**src/shared/sfp_consts.svh**
```systemverilog
// constants shared by the serial memory protection and access block
`ifndef SFP_CONSTS_SVH
`define SFP_CONSTS_SVH

// command opcodes, first byte after select
`define SFP_OP_LATCH_SET    8'h06
`define SFP_OP_LATCH_CLEAR  8'h04
`define SFP_OP_STATUS_READ  8'h05
`define SFP_OP_STATUS_WRITE 8'h01
`define SFP_OP_MEM_READ     8'h03
`define SFP_OP_MEM_WRITE    8'h02

// memory geometry
`define SFP_ADDR_W          13
`define SFP_ADDR_HI_W       5
`define SFP_DATA_W          8
`define SFP_WORD_W          21
`define SFP_ADDR_STEP       13'h0001

// status register bit positions and reset value
`define SFP_SR_GUARD_EN     7
`define SFP_SR_PROT_HI      3
`define SFP_SR_PROT_LO      2
`define SFP_SR_WLATCH       1
`define SFP_SR_RESET        8'h00

// block protection selector codes and lower bounds
`define SFP_BP_NONE         2'h0
`define SFP_BP_QUARTER      2'h1
`define SFP_BP_HALF         2'h2
`define SFP_BP_ALL          2'h3
`define SFP_QTR_BASE        13'h1800
`define SFP_HALF_BASE       13'h1000

// bit counter value of the eighth bit of a byte
`define SFP_BIT_LAST        3'h7

// depth of the write buffer
`define SFP_BUF_DEPTH       2

`endif

```
**src/shared/sfp_pkg.sv**
```systemverilog
// types shared by the serial memory protection and access block
package sfp_pkg;

	// transfer phases, gray coded along idle, command, address, memory write
	typedef enum logic [2:0] {
		SFP_IDLE    = 3'h0,
		SFP_CMD     = 3'h1,
		SFP_ADDR    = 3'h3,
		SFP_MEM_WR  = 3'h2,
		SFP_MEM_RD  = 3'h6,
		SFP_STAT_RD = 3'h7,
		SFP_STAT_WR = 3'h5,
		SFP_IGNORE  = 3'h4
	} sfp_phase_type;

endpackage

```
**src/shared/sfp_buf_if.sv**
```systemverilog
// handshake bundle between the serial front end and its write buffer
`timescale 1ns/1ps
interface sfp_buf_if #(
	parameter int WIDTH = 21
);
	logic             inValid;   // source offers a word
	logic             inReady;   // buffer has room
	logic [WIDTH-1:0] inData;    // word offered
	logic             outValid;  // buffer holds a word
	logic             outReady;  // drain takes the word
	logic [WIDTH-1:0] outData;   // oldest word

	modport source (output inValid, output inData, input inReady);
	modport store  (input inValid, input inData, output inReady,
		output outValid, output outData, input outReady);
	modport drain  (input outValid, input outData, output outReady);
endinterface

```
**src/sfp_two_buf.sv**
```systemverilog
// small fifo that holds committed write words until the array takes them
`timescale 1ns/1ps
`include "sfp_consts.svh"
module sfp_two_buf #(
	parameter int WIDTH = `SFP_WORD_W,
	parameter int DEPTH = `SFP_BUF_DEPTH
) (
	input  wire logic clk_sys,
	input  wire logic rst_n,
	sfp_buf_if.store  bus
);
	localparam int PW = (DEPTH > 1) ? $clog2(DEPTH) : 1;

	// whole state of the buffer
	typedef struct packed {
		logic [DEPTH-1:0][WIDTH-1:0] slots;  // storage
		logic [PW-1:0]               wrPtr;  // next slot to fill
		logic [PW-1:0]               rdPtr;  // oldest slot
		logic [PW:0]                 count;  // words held
	} sfp_buf_state_type;

	sfp_buf_state_type bufReg;   // registered state
	sfp_buf_state_type bufNext;  // next state

	// pointer advance with wrap at the last slot
	function automatic logic [PW-1:0] sfp_bump(input logic [PW-1:0] p);
		sfp_bump = (p == PW'(DEPTH - 1)) ? '0 : p + PW'(1);
	endfunction

	logic doPush;  // word accepted this cycle
	logic doPop;   // word handed out this cycle

	// honest full and empty flags drive both handshakes
	assign bus.inReady  = (bufReg.count != (PW + 1)'(DEPTH));
	assign bus.outValid = (bufReg.count != '0);
	assign bus.outData  = bufReg.slots[bufReg.rdPtr];
	assign doPush       = bus.inValid & bus.inReady;
	assign doPop        = bus.outValid & bus.outReady;

	// push and pop may share a cycle; count then stays
	always_comb begin
		bufNext = bufReg;
		if (doPush) begin
			bufNext.slots[bufReg.wrPtr] = bus.inData;
			bufNext.wrPtr               = sfp_bump(bufReg.wrPtr);
		end
		if (doPop) begin
			bufNext.rdPtr = sfp_bump(bufReg.rdPtr);
		end
		if (doPush && !doPop) begin
			bufNext.count = bufReg.count + (PW + 1)'(1);
		end else if (doPop && !doPush) begin
			bufNext.count = bufReg.count - (PW + 1)'(1);
		end
	end

	// synchronous reset empties the buffer
	always_ff @(posedge clk_sys) begin
		if (!rst_n) begin
			bufReg <= '0;
		end else begin
			bufReg <= bufNext;
		end
	end
endmodule

```
**src/sfp_fram_slave.sv**
```systemverilog
// serial slave front end: commands, status, protection, burst access, pause
//
// Notes on behaviour
// - first byte decodes command; unknown ignored
// - sample on rising, drive on falling edges
// - status reads stored selectors after reset, latch zero
// - bits 0, 4-6 read zero, never written
// - latch bit resets zero, status write ignores
// - latch set only by its command; cleared by its command, reset or write frame end
// - select rise after write-type commands clears latch
// - protection selectors kept in nonvolatile storage
// - selector decode: none, quarter, half, all
// - guard enable plus low pin blocks status write
// - array writes need latch and unprotected address
// - status read returns one byte, msb first
// - permitted status write updates bits 7,3,2
// - two address bytes, low 13 bits used
// - burst write stores, increments, wraps to zero
// - byte committed at eighth bit, partial dropped
// - protected address stops burst, drops later bytes
// - select rise ends memory write
// - read data follows address, input ignored
// - burst read increments address, wraps to zero
// - select rise ends read, output released
// - pause pin freezes transfer while clock low
`timescale 1ns/1ps
`include "sfp_consts.svh"
module sfp_fram_slave (
	input  wire logic                       clk_sys,
	input  wire logic                       rst_n,
	input  wire logic                       csN,
	input  wire logic                       sck,
	input  wire logic                       si,
	input  wire logic                       holdN,
	input  wire logic                       wpN,
	output wire logic                       soOut,
	output wire logic                       soOe,
	output wire logic [`SFP_ADDR_W-1:0]     memRdAddr,
	input  wire logic [`SFP_DATA_W-1:0]     memRdData,
	output wire logic                       memWrValid,
	input  wire logic                       memWrReady,
	output wire logic [`SFP_ADDR_W-1:0]     memWrAddr,
	output wire logic [`SFP_DATA_W-1:0]     memWrData,
	input  wire logic [2:0]                 nvProtIn,
	output wire logic [2:0]                 nvProtOut,
	output wire logic                       nvProtStore
);

	// whole state of the front end
	typedef struct packed {
		logic [2:0]               sckSync;    // [0] first, [1] second, [2] previous
		logic [2:0]               csSync;     // same layout for select
		logic [2:0]               holdSync;   // same layout for pause pin
		logic [1:0]               siSync;     // data input synchroniser
		logic [1:0]               wpSync;     // guard pin synchroniser
		sfp_pkg::sfp_phase_type   phase;      // transfer phase
		logic [2:0]               bitCnt;     // bit within current byte
		logic [7:0]               shiftIn;    // incoming bits
		logic [7:0]               shiftOut;   // outgoing bits
		logic [`SFP_ADDR_W-1:0]   addr;       // current array address
		logic                     addrLow;    // second address byte due
		logic                     loadPend;   // fetch next read byte
		logic                     outActive;  // falling edges drive output
		logic                     writeOp;    // command clears latch at end
		logic                     stopped;    // burst hit a protected block
		logic                     wLatch;     // write_latch_flag
		logic                     guardEn;    // guard_pin_enable
		logic                     protHi;     // protect_sel_hi
		logic                     protLo;     // protect_sel_lo
		logic                     soBit;      // bit on the output pin
		logic                     oeDrv;      // output driven unless paused
		logic                     paused;     // pause pin holds transfer
		logic                     nvLoaded;   // selectors fetched from storage
		logic                     nvStore;    // one-cycle store strobe
		logic                     pendValid;  // committed word waits for buffer
		logic [`SFP_WORD_W-1:0]   pendWord;   // address and data
	} sfp_slave_state_type;

	sfp_slave_state_type slaveReg;   // registered state
	sfp_slave_state_type slaveNext;  // next state

	sfp_buf_if #(.WIDTH(`SFP_WORD_W)) wrBus ();  // path to the write buffer

	// status byte assembled from the live flags; unused bits stay zero
	function automatic logic [7:0] sfp_status(input sfp_slave_state_type s);
		logic [7:0] v;
		v                   = `SFP_SR_RESET;
		v[`SFP_SR_GUARD_EN] = s.guardEn;
		v[`SFP_SR_PROT_HI]  = s.protHi;
		v[`SFP_SR_PROT_LO]  = s.protLo;
		v[`SFP_SR_WLATCH]   = s.wLatch;
		sfp_status          = v;
	endfunction

	// protected-range check for one address
	function automatic logic sfp_is_prot(input logic [`SFP_ADDR_W-1:0] a,
		input logic [1:0] sel);
		logic r;
		r = 1'b0;
		unique case (sel)
			`SFP_BP_NONE:    r = 1'b0;
			`SFP_BP_QUARTER: r = (a >= `SFP_QTR_BASE);
			`SFP_BP_HALF:    r = (a >= `SFP_HALF_BASE);
			`SFP_BP_ALL:     r = 1'b1;
		endcase
		sfp_is_prot = r;
	endfunction

	// synchronised pin levels and their edges, all taken from second stages
	logic sckNow;    // clock level
	logic sckRise;   // clock rising
	logic sckFall;   // clock falling
	logic csRise;    // select released
	logic csFall;    // select asserted
	logic holdRise;  // pause released
	logic holdFall;  // pause asserted
	logic siNow;     // data bit
	logic wpLow;     // guard pin asserted
	logic [7:0] inByte;  // byte completed on this rising edge

	assign sckNow   = slaveReg.sckSync[1];
	assign sckRise  = slaveReg.sckSync[1] & ~slaveReg.sckSync[2];
	assign sckFall  = ~slaveReg.sckSync[1] & slaveReg.sckSync[2];
	assign csRise   = slaveReg.csSync[1] & ~slaveReg.csSync[2];
	assign csFall   = ~slaveReg.csSync[1] & slaveReg.csSync[2];
	assign holdRise = slaveReg.holdSync[1] & ~slaveReg.holdSync[2];
	assign holdFall = ~slaveReg.holdSync[1] & slaveReg.holdSync[2];
	assign siNow    = slaveReg.siSync[1];
	assign wpLow    = ~slaveReg.wpSync[1];
	assign inByte   = {slaveReg.shiftIn[6:0], siNow};

	// next-state logic: synchronisers, pause, select framing, byte engine
	always_comb begin
		slaveNext         = slaveReg;
		slaveNext.nvStore = 1'b0;
		// two flip-flops on every pin before use; third stage is history
		slaveNext.sckSync  = {slaveReg.sckSync[1:0], sck};
		slaveNext.csSync   = {slaveReg.csSync[1:0], csN};
		slaveNext.holdSync = {slaveReg.holdSync[1:0], holdN};
		slaveNext.siSync   = {slaveReg.siSync[0], si};
		slaveNext.wpSync   = {slaveReg.wpSync[0], wpN};

		// selectors come back from storage once after reset
		if (!slaveReg.nvLoaded) begin
			slaveNext.guardEn  = nvProtIn[2];
			slaveNext.protHi   = nvProtIn[1];
			slaveNext.protLo   = nvProtIn[0];
			slaveNext.nvLoaded = 1'b1;
		end

		// waiting word leaves as soon as the buffer has room
		if (slaveReg.pendValid && wrBus.inReady) begin
			slaveNext.pendValid = 1'b0;
		end

		// pause pin only counts while the clock is low
		if (holdFall && !sckNow) begin
			slaveNext.paused = 1'b1;
		end else if (holdRise && !sckNow) begin
			slaveNext.paused = 1'b0;
		end

		// everything below is frozen during a pause, select included
		if (!slaveReg.paused) begin
			if (csRise) begin
				// end of frame closes any read or write
				slaveNext.phase     = sfp_pkg::SFP_IDLE;
				slaveNext.oeDrv     = 1'b0;
				slaveNext.outActive = 1'b0;
				slaveNext.loadPend  = 1'b0;
				if (slaveReg.writeOp) begin
					slaveNext.wLatch = 1'b0;
				end
			end else if (csFall) begin
				// new frame; mode 0 and 3 share the same edge handling
				slaveNext.phase     = sfp_pkg::SFP_CMD;
				slaveNext.bitCnt    = '0;
				slaveNext.writeOp   = 1'b0;
				slaveNext.stopped   = 1'b0;
				slaveNext.addrLow   = 1'b0;
				slaveNext.outActive = 1'b0;
				slaveNext.loadPend  = 1'b0;
			end else if (slaveReg.phase != sfp_pkg::SFP_IDLE) begin
				// fetch the next read byte well before its first falling edge
				if (slaveReg.loadPend) begin
					slaveNext.shiftOut = memRdData;
					slaveNext.addr     = slaveReg.addr + `SFP_ADDR_STEP;
					slaveNext.loadPend = 1'b0;
				end
				// output changes on the falling edge only
				if (sckFall && slaveReg.outActive) begin
					slaveNext.soBit    = slaveReg.shiftOut[7];
					slaveNext.shiftOut = {slaveReg.shiftOut[6:0], 1'b0};
					slaveNext.oeDrv    = 1'b1;
				end
				// input sampled on the rising edge
				if (sckRise) begin
					slaveNext.shiftIn = inByte;
					slaveNext.bitCnt  = slaveReg.bitCnt + 3'h1;
					if (slaveReg.bitCnt == `SFP_BIT_LAST) begin
						unique case (slaveReg.phase)
							sfp_pkg::SFP_CMD: begin
								// only the first byte of a frame is a command
								slaveNext.phase = sfp_pkg::SFP_IGNORE;
								unique case (inByte)
									`SFP_OP_LATCH_SET: begin
										slaveNext.wLatch = 1'b1;
									end
									`SFP_OP_LATCH_CLEAR: begin
										slaveNext.wLatch  = 1'b0;
										slaveNext.writeOp = 1'b1;
									end
									`SFP_OP_STATUS_READ: begin
										slaveNext.shiftOut  = sfp_status(slaveReg);
										slaveNext.outActive = 1'b1;
										slaveNext.phase     = sfp_pkg::SFP_STAT_RD;
									end
									`SFP_OP_STATUS_WRITE: begin
										slaveNext.writeOp = 1'b1;
										slaveNext.phase   = sfp_pkg::SFP_STAT_WR;
									end
									`SFP_OP_MEM_READ: begin
										slaveNext.phase = sfp_pkg::SFP_ADDR;
									end
									`SFP_OP_MEM_WRITE: begin
										slaveNext.writeOp = 1'b1;
										slaveNext.phase   = sfp_pkg::SFP_ADDR;
									end
									default: begin
										// unknown opcode: rest of frame ignored
										slaveNext.phase = sfp_pkg::SFP_IGNORE;
									end
								endcase
							end
							sfp_pkg::SFP_ADDR: begin
								// top three bits of the first byte are dropped
								if (!slaveReg.addrLow) begin
									slaveNext.addr[`SFP_ADDR_W-1:8] =
										inByte[`SFP_ADDR_HI_W-1:0];
									slaveNext.addrLow = 1'b1;
								end else begin
									slaveNext.addr[7:0] = inByte;
									slaveNext.addrLow   = 1'b0;
									if (slaveReg.writeOp) begin
										slaveNext.phase = sfp_pkg::SFP_MEM_WR;
									end else begin
										slaveNext.phase     = sfp_pkg::SFP_MEM_RD;
										slaveNext.loadPend  = 1'b1;
										slaveNext.outActive = 1'b1;
									end
								end
							end
							sfp_pkg::SFP_STAT_RD: begin
								// exactly one byte, then the pin is let go
								slaveNext.phase     = sfp_pkg::SFP_IGNORE;
								slaveNext.outActive = 1'b0;
								slaveNext.oeDrv     = 1'b0;
							end
							sfp_pkg::SFP_STAT_WR: begin
								// guard pin only counts when guard enable is set
								if (slaveReg.wLatch && !(slaveReg.guardEn && wpLow)) begin
									slaveNext.guardEn = inByte[`SFP_SR_GUARD_EN];
									slaveNext.protHi  = inByte[`SFP_SR_PROT_HI];
									slaveNext.protLo  = inByte[`SFP_SR_PROT_LO];
									slaveNext.nvStore = 1'b1;
								end
								slaveNext.phase = sfp_pkg::SFP_IGNORE;
							end
							sfp_pkg::SFP_MEM_RD: begin
								// input bits are not looked at here
								slaveNext.loadPend = 1'b1;
							end
							sfp_pkg::SFP_MEM_WR: begin
								// commit at the eighth bit; guard pin plays no part
								if (slaveReg.stopped) begin
									slaveNext.stopped = 1'b1;
								end else if (sfp_is_prot(slaveReg.addr,
									{slaveReg.protHi, slaveReg.protLo})) begin
									slaveNext.stopped = 1'b1;
								end else if (slaveReg.wLatch) begin
									slaveNext.pendValid = 1'b1;
									slaveNext.pendWord  = {slaveReg.addr, inByte};
									slaveNext.addr      =
										slaveReg.addr + `SFP_ADDR_STEP;
								end
							end
							default: begin
								// ignore phase: bits counted, nothing acted on
								slaveNext.phase = slaveReg.phase;
							end
						endcase
					end
				end
			end
		end
	end

	// single register for the whole state; reset gives all-zero state, selectors reload from storage in the first cycle after
	always_ff @(posedge clk_sys) begin
		if (!rst_n) begin
			slaveReg <= '0;
		end else begin
			slaveReg <= slaveNext;
		end
	end

	// two-entry buffer absorbs a stall of the array port
	sfp_two_buf #(
		.WIDTH (`SFP_WORD_W),
		.DEPTH (`SFP_BUF_DEPTH)
	) u_wrbuf (
		.clk_sys (clk_sys),
		.rst_n   (rst_n),
		.bus     (wrBus)
	);

	// buffer hookup; a byte waits in pendWord while the buffer is full
	assign wrBus.inValid  = slaveReg.pendValid;
	assign wrBus.inData   = slaveReg.pendWord;
	assign wrBus.outReady = memWrReady;
	assign memWrValid     = wrBus.outValid;
	assign memWrAddr      = wrBus.outData[`SFP_WORD_W-1:`SFP_DATA_W];
	assign memWrData      = wrBus.outData[`SFP_DATA_W-1:0];

	// output pin released while paused; bit survives the pause
	assign soOut       = slaveReg.soBit;
	assign soOe        = slaveReg.oeDrv & ~slaveReg.paused;
	assign memRdAddr   = slaveReg.addr;
	assign nvProtOut   = {slaveReg.guardEn, slaveReg.protHi, slaveReg.protLo};
	assign nvProtStore = slaveReg.nvStore;

endmodule

```
**config.mk**
```make
export PLATFORM = sky130hd
export DESIGN_NAME = sfp_fram_slave
export DESIGN_NICKNAME = d
export VERILOG_FILES = /design/src/shared/sfp_pkg.sv /design/src/shared/sfp_buf_if.sv /design/src/sfp_two_buf.sv /design/src/sfp_fram_slave.sv
export VERILOG_INCLUDE_DIRS = /design/src /design/src/shared
export SDC_FILE = /design/constraint.sdc
export NUM_CORES = 1
export LEC_CHECK = 0
export ABC_AREA = 1
export BUFFER_PORTS_ARGS = -buffer_cell sky130_fd_sc_hd__buf_4
export CAP_MARGIN = 20
export CORE_MARGIN = 4
export CORE_UTILIZATION = 43
export DETAILED_ROUTE_END_ITERATION = 12
export GPL_TIMING_DRIVEN = 1
export MAX_ROUTING_LAYER = met4
export PLACE_DENSITY = 0.67
export SYNTH_ARGS = -nofsm -noshare
export SYNTH_HDL_FRONTEND = slang
export SYNTH_SLANG_ARGS = --single-unit
```
**constraint.sdc**
```tcl
create_clock -name clk_sys -period 2.2 [get_ports clk_sys]
set_input_delay 0.11 -clock clk_sys [delete_from_list [all_inputs] [get_ports clk_sys]]
set_output_delay 0.11 -clock clk_sys [all_outputs]
set_load 0.01 [all_outputs]
```
# Word level (Yosys, flattened, before mapping)
# Index checks and enable logic that the tools add are counted.
[totals] reg_bits=130 wordCells=233 in_bits=19 output_inout_bits=41
[op_classes] addsub=6 eq_ne=22 n_lt_le_gt_ge=5 n_mux=91 n_reduce_logical=52 n_bitwise=26
[op_table] op="2-to-1 mux 21 bit" count=8
[op_table] op="2-to-1 mux 23 bit" count=6
[op_table] op="2-to-1 mux 22 bit" count=4
[op_table] op="2-to-1 mux 46 bit" count=1
[op_table] op="2-to-1 mux 44 bit" count=1
[op_table] op="bitwise mux 42 bit" count=1
[op_table] op="2-to-1 mux 13 bit" count=3
[op_table] op="2-to-1 mux 1 bit" count=34
[op_table] op="2-to-1 mux 8 bit" count=4
[op_table] op="2-to-1 mux 30 bit" count=1
[op_table] op="nonzero test 2 bit" count=14
[op_table] op="greater-or-equal comparator 13 bit (second input constant)" count=2
[op_table] op="case mux 13 bit (2 select lines)" count=1
[op_table] op="equality test 8 x 3 -> 1 bit (second input constant)" count=3
[op_table] op="2-to-1 mux 24 bit" count=1
[op_table] op="demux 21 bit (select 1 bit)" count=1
[op_table] op="2-to-1 mux 3 bit" count=7
[op_table] op="case mux 3 bit (3 select lines)" count=2
[op_table] op="AND reduction 6 bit" count=3
[op_table] op="inverter 1 bit" count=17
[op_table] op="equality test 8 x 2 -> 1 bit (second input constant)" count=2
[op_table] op="AND reduction 8 bit" count=2
[op_table] op="2-to-1 mux 5 bit" count=3
[op_table] op="nonzero test 3 bit" count=5
[op_table] op="other kinds (36)" count=76

# Longest topological paths before layout
# Gate-level depths: netlist of the first run.
[depth] ltp_word=20 mapped_depth=12 depth_no_buf=12

# Hierarchy
# Synthesis of the first run repeated with hierarchy kept, for this count alone.
[unflattened] hier_cells=1049 area_unflattened_um2=6932.9
[modules_own_cells] mod="sfp_fram_slave" seq_area_each_um2=1661.6 cells_each=704 area_per_inst_um2=4755.8 instances=1
[modules_own_cells] mod="sfp_two_buf" seq_area_each_um2=920.9 cells_each=345 area_per_inst_um2=2177.1 instances=1

# Worst setup path after synthesis of the first run
# No wires, ideal clock.
[synth_path] path_type="register to register" startpoint="reg slaveReg[80] (netlist bit)" endpoint="reg slaveReg, in the netlist wrBus.inData[18]" arrival_ps=1525 path_slack_ps=555 setup_ps=120 required_time_ps=2080 path_buffers=1 stages_incl_launch_ff=11 cell_sequence="dfxtp_1 > inv_1 > ha_1 > inv_1 > nor2_1 > nand2_4 > clkinv_4 > nand2_4 > nor2_4 > buf_4 > a21oi_1"
[synth_via] elab_chain_len=4
[synth_rtl] element="start, declared" line_no="sfp_fram_slave.sv:79" source="sfp_slave_state_type slaveReg;"
[synth_rtl] element="start signal, assigned" line_no="sfp_fram_slave.sv:303" source="slaveReg <= slaveNext;"
[synth_rtl] element="inverter 1 bit" line_no="sfp_fram_slave.sv:124" source="assign csRise = slaveReg.csSync[1] & ~slaveReg.csSync[2];"
[synth_rtl] element="AND 1 bit" line_no="sfp_fram_slave.sv:124"
[synth_rtl] element="inverter 1 bit (no source line)"
[synth_rtl] element="AND reduction 10 bit (no source line) *"
# Mark *: on every way between the ends. The rest lies on a longest branch, timed or not.
# A chain may end at the register's enable or synchronous reset.

# Final worst setup path of the first run
# Ends and elaborated chain as after synthesis.

==> results.cfg, run 1 <==
[synth]
yosys.area_share.simple_pct = 22.9
synthCells = 923
synth_xor_area_share_pct = 1.36
synth-seq-cells = 129
syn_area_um2 = 6450
ys_async_sr_fraction_pct = 0
synthTopCellsByArea = dfxtp_1 40%, nand2_1 11%, o21ai_0 8.8%
synthMuxAreaShare_pct = 0.524
syn_avg_cell_area_um2 = 6.99
netlist-cell-type-count = 41
synth_warnings = 0
synth.top_cell.area_share_pct = 40.0
synthFlopType = dfxtp_1
synth_edf_count = 0
syn-num-nets = 949
yosys.area_share.adder_pct = 1.36
synth_top_family_by_area = simple AND/OR/NAND/NOR gates
seq_area_frac_synth_pct = 40.0
yosys.area.top_type = dfxtp_1
synth-compound-area-share_pct = 22.1

[worst_setup_path]
worstReg2RegEnd = wrBus.inData[18]
reg2reg_from = slaveReg[80]
cp-end-kind = register
regToRegSetupSlack_ns = 0.29
critical_path_class = reg -> reg
rr_worst_depth = 11
worstPathArrival_ns = 2.26
worst_setup_path_start_kind = register
cp_max_fo = 41
cp.required_ns = 2.55

[finish]
final_cell_area_um2 = 7600
n_antenna_cell = 0
nNetsFinal = 989
final_layout_size_suffix_gt1_share_pct = 16.1
layout.cells.non_filler = 1160
area_delta_synth_final_pct = 17.8

[cts]
clkSinkCount = 129
cts_buffers = 17
clk_latency_ns = 0.42
cts-htree-levels = 4
clkTransAtPathRegs_ns = 0.06
cts-root-buf = clkbuf_16
cts_tree = yes
clk_path_buf_depth = 2
post_cts_resized = 0

[timing]
worst_slew_pin_slew_ns = 0.664
fin_skew_ns = 0.0104
slew_headroom_pct = 55.7
fmax_mhz = 523
tns_ns = 0
rsz0062_at_grt = false
period_needed_ns = 1.91
finalHoldViolations = 0
setup_violations = 0
slew_viol_final = 0
fin_ws_ns = 0.289
fin_crit_sh_pct = 86.9

[place]
post-place-ws_ns = 0.297
place_area_um2 = 6940
gp_congestion = 0.942
io_buffers = 59
placed_cells = 1122
hpwlAfterDp_um = 11000

[route]
routed-wl-met2_um = 7300
routed_wl_um = 15700
route.met3.wl_um = 864
ant_nets = 0
num_vias = 5881
drcViolationCount = 0
highest_layer = met4
wl_per_cell_um = 13.6
drt_iter0_markers = 423
wirelength_met1_um = 7300
firstDrtPassIters = 5
viasPerCell = 5.07

[grt]
grtUsageTotal_pct = 20.0
antenna_found_initial = 0
grt_pass1_vias = 5502
grt-ovfl-total = 0
grt_pass1_wl_um = 26700
grt_max_degree = 72

[flow_run]
maxCapViolations = 0

[hold_path]
hold_start = memRdData[0]
hold_path_class = in -> reg
hold_path_end = slaveReg[49]
hold-path-cell-count = 3

[floorplan]
fp.dieArea_um2 = 17000
initial_core_util_pct = 44.2
core_area_um2 = 14600
num_io_pins = 60
fp.dieW_um = 130
die_h_um = 130
rows = 44

[pwr]
p_leak_nw = 3.19
peakVddDrop_v = 0.000461
power.density_nw_per_um2 = 717
finalPower_w = 0.00545

[run_status]
outcome = finished, final reports clean
[stage by stage]
stage	hold WS (ns)	util, %
6_report	0.0329	52.1
5_1_grt	0.0520	52.1
4_1_cts	0.0118	52.1
3_5_place_dp	0.293	47.6
3_3_place_gp	0.291	47.6
2_1_floorplan	0.138	-
[worst max-delay path by stage]
stage                        to  cells after the start          from  slack (ns)
3_5_place_dp   wrBus.inData[20]                     11  slaveReg[80]        0.30
6_report       wrBus.inData[18]                     11  slaveReg[80]        0.29
2_1_floorplan  wrBus.inData[18]                     10  slaveReg[80]        0.56
5_1_grt        wrBus.inData[18]                     11  slaveReg[80]        0.04
4_1_cts        wrBus.inData[18]                     11  slaveReg[80]        0.28
3_3_place_gp   wrBus.inData[18]                     11  slaveReg[80]        0.33
[critical path: stages, from the launching register on]
cell and delay (ns):
dfxtp_1 0.33, inv_1 0.05, ha_1 0.26, inv_1 0.07
nor2_1 0.21, nand2_4 0.09, clkinv_4 0.15, nand2_4 0.09
nor2_4 0.13, buf_12 0.23, o21ai_0 0.11, a21oi_1 0.12
[logic make-up (layout without fill, tap and decap cells)]
group / count (synthesis) / in the layout
AND/OR/NAND/NOR: 339 / 339
AO/OA/AOI/OAI: 263 / 263
buffers and inverters: 172 / 225
flip-flops: 129 / 129
XOR/XNOR: 10 / 10
adder cells (fa/ha/maj): 7 / 7
multiplexers: 3 / 3
[repair_timing]
action                                  CTS  global route
buffers inserted                          0             0
hold endpoints to repair                  6             0
hold buffers                              6             0
endpoints found under the setup margin    0             0
[placed cells by master, fill, tap and decap left out, drive strengths merged, types with 6 or more instances in the layout]
cell type and instances:
nand2 188, o21ai 141, dfxtp 129, inv 115
a21oi 105, nor2 89, buf 75, nand3 44
clkbuf 19, nand4 10, xor2 9, ha 7
dlygate4sd3 6
[report_power, final]
group / total [W] / switching (W) / internal (W)
Clock: 0.00281 / 0.00109 / 0.00172
Sequential: 0.00238 / 0.0000156 / 0.00236
Combinational: 0.000259 / 0.000163 / 0.0000967
Total: 0.00545 / 0.00127 / 0.00418
[area by class of cell]
| type | count | area, µm² |
|---|---|---|
| clock inverters | 13 | 153 |
| inverters | 112 | 428 |
| multi-input cells | 622 | 3110 |
| well taps | 184 | 230 |
| repair buffers | 81 | 648 |
| flip-flops and latches | 129 | 2580 |
| clock buffers | 19 | 443 |
| fillers | 1428 | 6990 |
[registers in the layout, indices dropped and copies added, names as in the netlist]
signal / flops
inByte: 8
memRdAddr: 13
nvProtOut: 3
nvProtStore: 1
sckNow: 1
slaveNext: 7
slaveReg: 27
soOut: 1
u_wrbuf.bufReg: 46
wrBus.inData: 21
wrBus.inValid: 1
[synth_stat cells (4+ instances only)]
| cell | n |
|---|---|
| buf_4 | 21 |
| o21ai_1 | 28 |
| xor2_1 | 9 |
| o21ai_0 | 113 |
| nand3_1 | 43 |
| ha_1 | 7 |
| inv_2 | 9 |
| buf_2 | 6 |
| a21oi_1 | 87 |
| nor2_4 | 4 |
| nor2_2 | 6 |
| a21oi_2 | 18 |
| inv_1 | 100 |
| nand4_1 | 10 |
| nor2_1 | 79 |
| clkbuf_1 | 29 |
| dfxtp_1 | 129 |
| nand2_1 | 183 |
[per-layer routing]
layer	vias to the layer above	GRT usage, %
met3	22	4.59
li1	3101	-
met4	0	7.08
met1	2615	26.0
met5	-	-
met2	143	30.8
Power figures use the tool's default switching activity.
==> run 2: changes to the inputs <==
- MAX_ROUTING_LAYER: met4 -> not set
- clock period: 2.2 -> 2.05 ns (I/O delays scaled with it)
==> results.cfg, run 2 (synthesis results as in run 1) <==
[finish]
fillers = 1435
n_antenna_cell = 0
area_delta_synth_final_pct = 18.7
largest_register = u_wrbuf.bufReg
final_common_cell = nand2_1
layout_common_cells = 183 x nand2_1, 129 x dfxtp_1, 113 x o21ai_0
nNetsFinal = 996
largest_reg_flops = 46
final_layout_size_suffix_gt1_share_pct = 16.7
layout.cells.non_filler = 1167

[floorplan]
fp.dieArea_um2 = 17000
fp.dieW_um = 130
initial_core_util_pct = 44.2
die_h_um = 130
rows = 44
num_io_pins = 60
core_area_um2 = 14600

[grt]
grt_pass1_wl_um = 26600
grt_max_degree = 55
antenna_found_initial = 0
grt-ovfl-total = 0
grtUsageTotal_pct = 19.3
grt_pass1_vias = 5465

[timing]
tns_ns = 0
fin_crit_sh_pct = 91.0
fin_skew_ns = 0.0105
fmax_mhz = 536
worst_slew_pin_slew_ns = 0.664
slew_viol_final = 0
period_needed_ns = 1.87
slew_headroom_pct = 55.7
finalHoldViolations = 0
setup_violations = 0
fin_ws_ns = 0.184
rsz0062_at_grt = false

[place]
post-place-ws_ns = 0.205
io_buffers = 59
hpwlAfterDp_um = 11200
placed_cells = 1128
gp_congestion = 0.912

[route]
num_vias = 5954
routed_wl_um = 16000
firstDrtPassIters = 4
wl_per_cell_um = 13.7
viasPerCell = 5.10
ant_nets = 0
drcViolationCount = 0
drt_iter0_markers = 433

[cts]
clkSinkCount = 129
clk_path_buf_depth = 2
cts_tree = yes
cts-htree-levels = 4
clkTransAtPathRegs_ns = 0.06
cts_buffers = 17
clk_latency_ns = 0.42
cts-root-buf = clkbuf_16

[pwr]
p_leak_nw = 3.23
peakVddDrop_v = 0.000604
power.density_nw_per_um2 = 765
finalPower_w = 0.00586

[run_status]
outcome = finished, final reports clean

[worst_setup_path]
worst_setup_path_start_kind = register
critical_path_class = reg -> reg
cp.required_ns = 2.32
cp_max_fo = 14
cp-end-kind = register
worstPathArrival_ns = 2.14

[flow_run]
maxCapViolations = 0

[hold_path]
hold_path_class = in -> reg
## run 2: cell types whose count changed in the layout (fill, tap and decap cells not counted), sizes merged
cell         previous run  this run
buf                    75        81
clkbuf                 19        20
clkinv                  5         7
clkinvlp                3         4
dlygate4sd3             6         7
inv                   115       111
## run 2: worst max-delay path, stage by stage (launching register included)
cell	delay (ns)
dfxtp_1	0.35
ha_1	0.15
ha_1	0.23
nand2_1	0.13
nor2_2	0.10
buf_4	0.19
inv_2	0.12
a21oi_1	0.20
nand3_1	0.10
nand2_1	0.08
a21oi_1	0.06
## run 2: worst paths after layout
| kind | start | end | slack [ns] | depth (start not counted) |
|---|---|---|---|---|
| worst min register to register | slaveNext[79] | slaveNext[80] | 0.41 | 2 |
| worst min-delay path | rst_n | u_wrbuf.bufReg[16] | 0.05 | 3 |
| worst max-delay path | slaveReg[65] | memRdAddr[5] | 0.18 | 10 |
| worst max register to register | slaveReg[65] | memRdAddr[5] | 0.18 | 10 |
## run 2: where the power goes
part	switching (W)	leakage (nW)	internal [W]	total (W)
Sequential	0.0000178	1.04	0.00253	0.00255
Combinational	0.000177	1.91	0.000104	0.000281
Clock	0.00114	0.284	0.00188	0.00303
## run 2: timing repair
action | in CTS | in global routing
hold buffers | 7 | 0
hold endpoints to repair | 7 | 0
setup buffers | 0 | 0
resized for setup | 0 | 0
## run 2: per-stage QoR
step	area [µm²]	hold WS, ns	util [%]
2_1_floorplan	6450	0.130	-
3_3_place_gp	6990	0.289	47.9
3_5_place_dp	6990	0.290	47.9
4_1_cts	7660	0.0220	52.5
5_1_grt	7660	0.0734	52.5
6_report	7660	0.0478	52.5
## run 2: area by class of cell
| class | count | area, µm² | share of cell area [%] |
|---|---|---|---|
| Multi-Input combinational cell | 622 | 3110 | 40.7 |
| Sequential cell | 129 | 2580 | 33.7 |
| Clock inverter | 12 | 131 | 1.72 |
| Tap cell | 184 | 230 | 3.01 |
| Timing Repair Buffer | 88 | 703 | 9.18 |
| Clock buffer | 20 | 467 | 6.10 |
| Inverter | 112 | 428 | 5.59 |
## run 2: per-layer routing
metal	vias up	global-route usage (%)	share of wire, %
met5	-	0	0
met4	0	6.96	1.9
met3	26	3.78	5.4
met2	154	31.6	47
met1	2674	25.5	46
li1	3100	-	-
==> run 3: changes to the inputs <==
- ABC_AREA: 1 -> not set
==> results.cfg, run 3 <==
[finish]
final_layout_size_suffix_gt1_share_pct = 25.9
final_common_cell = dfxtp_1
final_cell_area_um2 = 7850
largest_reg_flops = 46
fin_util_pct = 55.9
largest_register = u_wrbuf.bufReg
n_antenna_cell = 0
area_delta_synth_final_pct = 25.9
nNetsFinal = 857
layout_common_cells = 125 x dfxtp_1, 123 x buf_4, 119 x nand2_1

[synth]
synthFlopType = dfxtp_1
synthTopCellsByArea = dfxtp_1 41%, nand2_1 7.2%, mux2i_1 6.9%
syn-num-nets = 768
synthCells = 742
yosysMostFrequentCell = dfxtp_1
synthTopCellsByCount = 129 x dfxtp_1, 120 x nand2_1, 76 x a21oi_1, 76 x nor2_1, 43 x mux2i_1
seq_area_frac_synth_pct = 41.4
synth.top_cell.area_share_pct = 41.4
syn_avg_cell_area_um2 = 8.40
netlist-cell-type-count = 70
ys_async_sr_fraction_pct = 0
synth_warnings = 0
yosys.area.top_type = dfxtp_1
syn_area_um2 = 6230
synth-seq-cells = 129
synth_edf_count = 0

[worst_setup_path]
critical_path_class = reg -> reg
cp.required_ns = 2.35
cp_max_fo = 3
worst_setup_path_start_kind = register
worstPathArrival_ns = 2.34
cp-end-kind = register

[grt]
antenna_found_initial = 0
grtUsageTotal_pct = 21.1
grt_pass1_vias = 5571
grt-ovfl-total = 0
grt_max_degree = 69
grt_pass1_wl_um = 27700

[flow_run]
maxCapViolations = 0

[pwr]
seq_power_share_pct = 44.3
peakVddDrop_v = 0.000686
power.density_nw_per_um2 = 733
swShare_pct = 23.9
p_switching_w = 0.00137
intPower_w = 0.00438
finalPower_w = 0.00576
combPwrFrac_pct = 4.1
p_leak_nw = 3.21
clock_power_share_pct = 51.6

[timing]
period_needed_ns = 2.04
finalHoldWorstSlack_ns = 0.0383
tns_ns = 0
slew_viol_final = 0
finalHoldViolations = 0
fin_skew_ns = 0.00821
fin_crit_sh_pct = 99.7
worst_slew_pin_slew_ns = 0.665
fmax_mhz = 489
setup_violations = 0
slew_headroom_pct = 55.5
rsz0062_at_grt = true

[cts]
cts-htree-levels = 4
clk_path_buf_depth = 2
clkSinkCount = 129
cts-root-buf = clkbuf_16
clk_latency_ns = 0.43
cts_tree = yes
cts_buffers = 17
clkTransAtPathRegs_ns = 0.06

[route]
num_vias = 5712
viasPerCell = 5.58
firstDrtPassIters = 8
wl_per_cell_um = 16.8
routed_wl_um = 17200
drcViolationCount = 0
drt_iter0_markers = 493
ant_nets = 0

[place]
io_buffers = 59
hpwlAfterDp_um = 11900
gp_congestion = 0.975
place_area_um2 = 7050

[floorplan]
rows = 43
core_area_um2 = 14000
fp.dieW_um = 128
initial_core_util_pct = 44.4
die_h_um = 128
num_io_pins = 60
fp.dieArea_um2 = 16500

[run_status]
outcome = finished, final reports clean

[hold_path]
hold_path_class = in -> reg
[run 3: cell types whose count changed in the layout (fill, tap and decap cells not counted), moves of 15 or more]
cell | previous run | this run
o21ai_1 | 28 | 3
mux2_2 | 3 | 23
mux2i_1 | 0 | 43
buf_4 | 79 | 123
and2_1 | 0 | 15
inv_1 | 100 | 11
nand2_1 | 183 | 119
a21oi_2 | 18 | 2
o21ai_0 | 113 | 32
nand3_1 | 43 | 16
[run 3: final cells by class]
type / instances / area [µm²]
clock buffers: 18 / 439
clock inverters: 14 / 148
fillers: 1290 / 6190
inverters: 12 / 45.0
multi-input cells: 537 / 3340
flip-flops and latches: 129 / 2590
well taps: 180 / 225
repair buffers: 134 / 1070
[run 3: timing repair]
item / in CTS / in global routing
resized for setup: 3 / 29
setup endpoints to repair: 7 / 21
pin swaps: 0 / 8
setup buffers: 0 / 2
hold buffers: 6 / 0
endpoints found under the hold margin: 6 / 0
[run 3: metrics by stage]
stage	instances	setup slack, ns
final	1024	0.00604
after global routing	1024	-0.0739
after CTS	1022	-0.0262
after detailed placement	984	-0.0397
after global placement	984	-0.0103
after floorplan	742	0.0704
[run 3: kinds of logic (layout without fill, tap and decap cells)]
family | count (synthesis) | in the layout | synth area share [%]
buf+inv | 76 | 178 | 7.03
xor+xnor | 11 | 11 | 1.55
mux | 66 | 66 | 11.1
fa+ha+maj | 7 | 7 | 1.40
flops | 129 | 129 | 41.4
simple gates | 294 | 294 | 22.3
compound gates | 159 | 159 | 15.3
[run 3: power by group through the flow]
stage                     clock network [W]  logic (W)  registers [W]
after floorplan                           0   0.000144        0.00260
after global placement                    0   0.000215        0.00260
after detailed placement                  0   0.000219        0.00261
after CTS                           0.00302   0.000229        0.00255
after global routing                0.00314   0.000258        0.00255
final                               0.00297   0.000237        0.00255
[run 3: worst paths after layout]
kind / startpoint / endpoint / cells past startpoint / slack [ns]
worst max-delay path: inByte[4] / slaveReg[30] / 6 / 0.006
worst min-delay path: nvProtIn[2] / nvProtOut[2] / 4 / 0.04
worst max register to register: inByte[4] / slaveReg[30] / 6 / 0.006
worst min register to register: slaveNext[76] / slaveNext[77] / 1 / 0.43
[run 3: per-layer routing]
metal | up-vias | share of wire, % | wire length [µm] | track usage [%]
met5 | - | 0 | 0 | 0
met4 | 0 | 2.5 | 437 | 7.05
met3 | 45 | 6.4 | 1100 | 6.14
met2 | 220 | 48 | 8250 | 34.2
met1 | 2713 | 43 | 7420 | 27.0
li1 | 2734 | - | - | -
[run 3: worst max-delay path, stage by stage (launching register included)]
cell     delay, ns
dfxtp_1       0.31
or4_4         0.55
or3_4         0.38
o41ai_2       0.34
nand2_1       0.11
mux2i_1       0.18
nor2_1        0.05
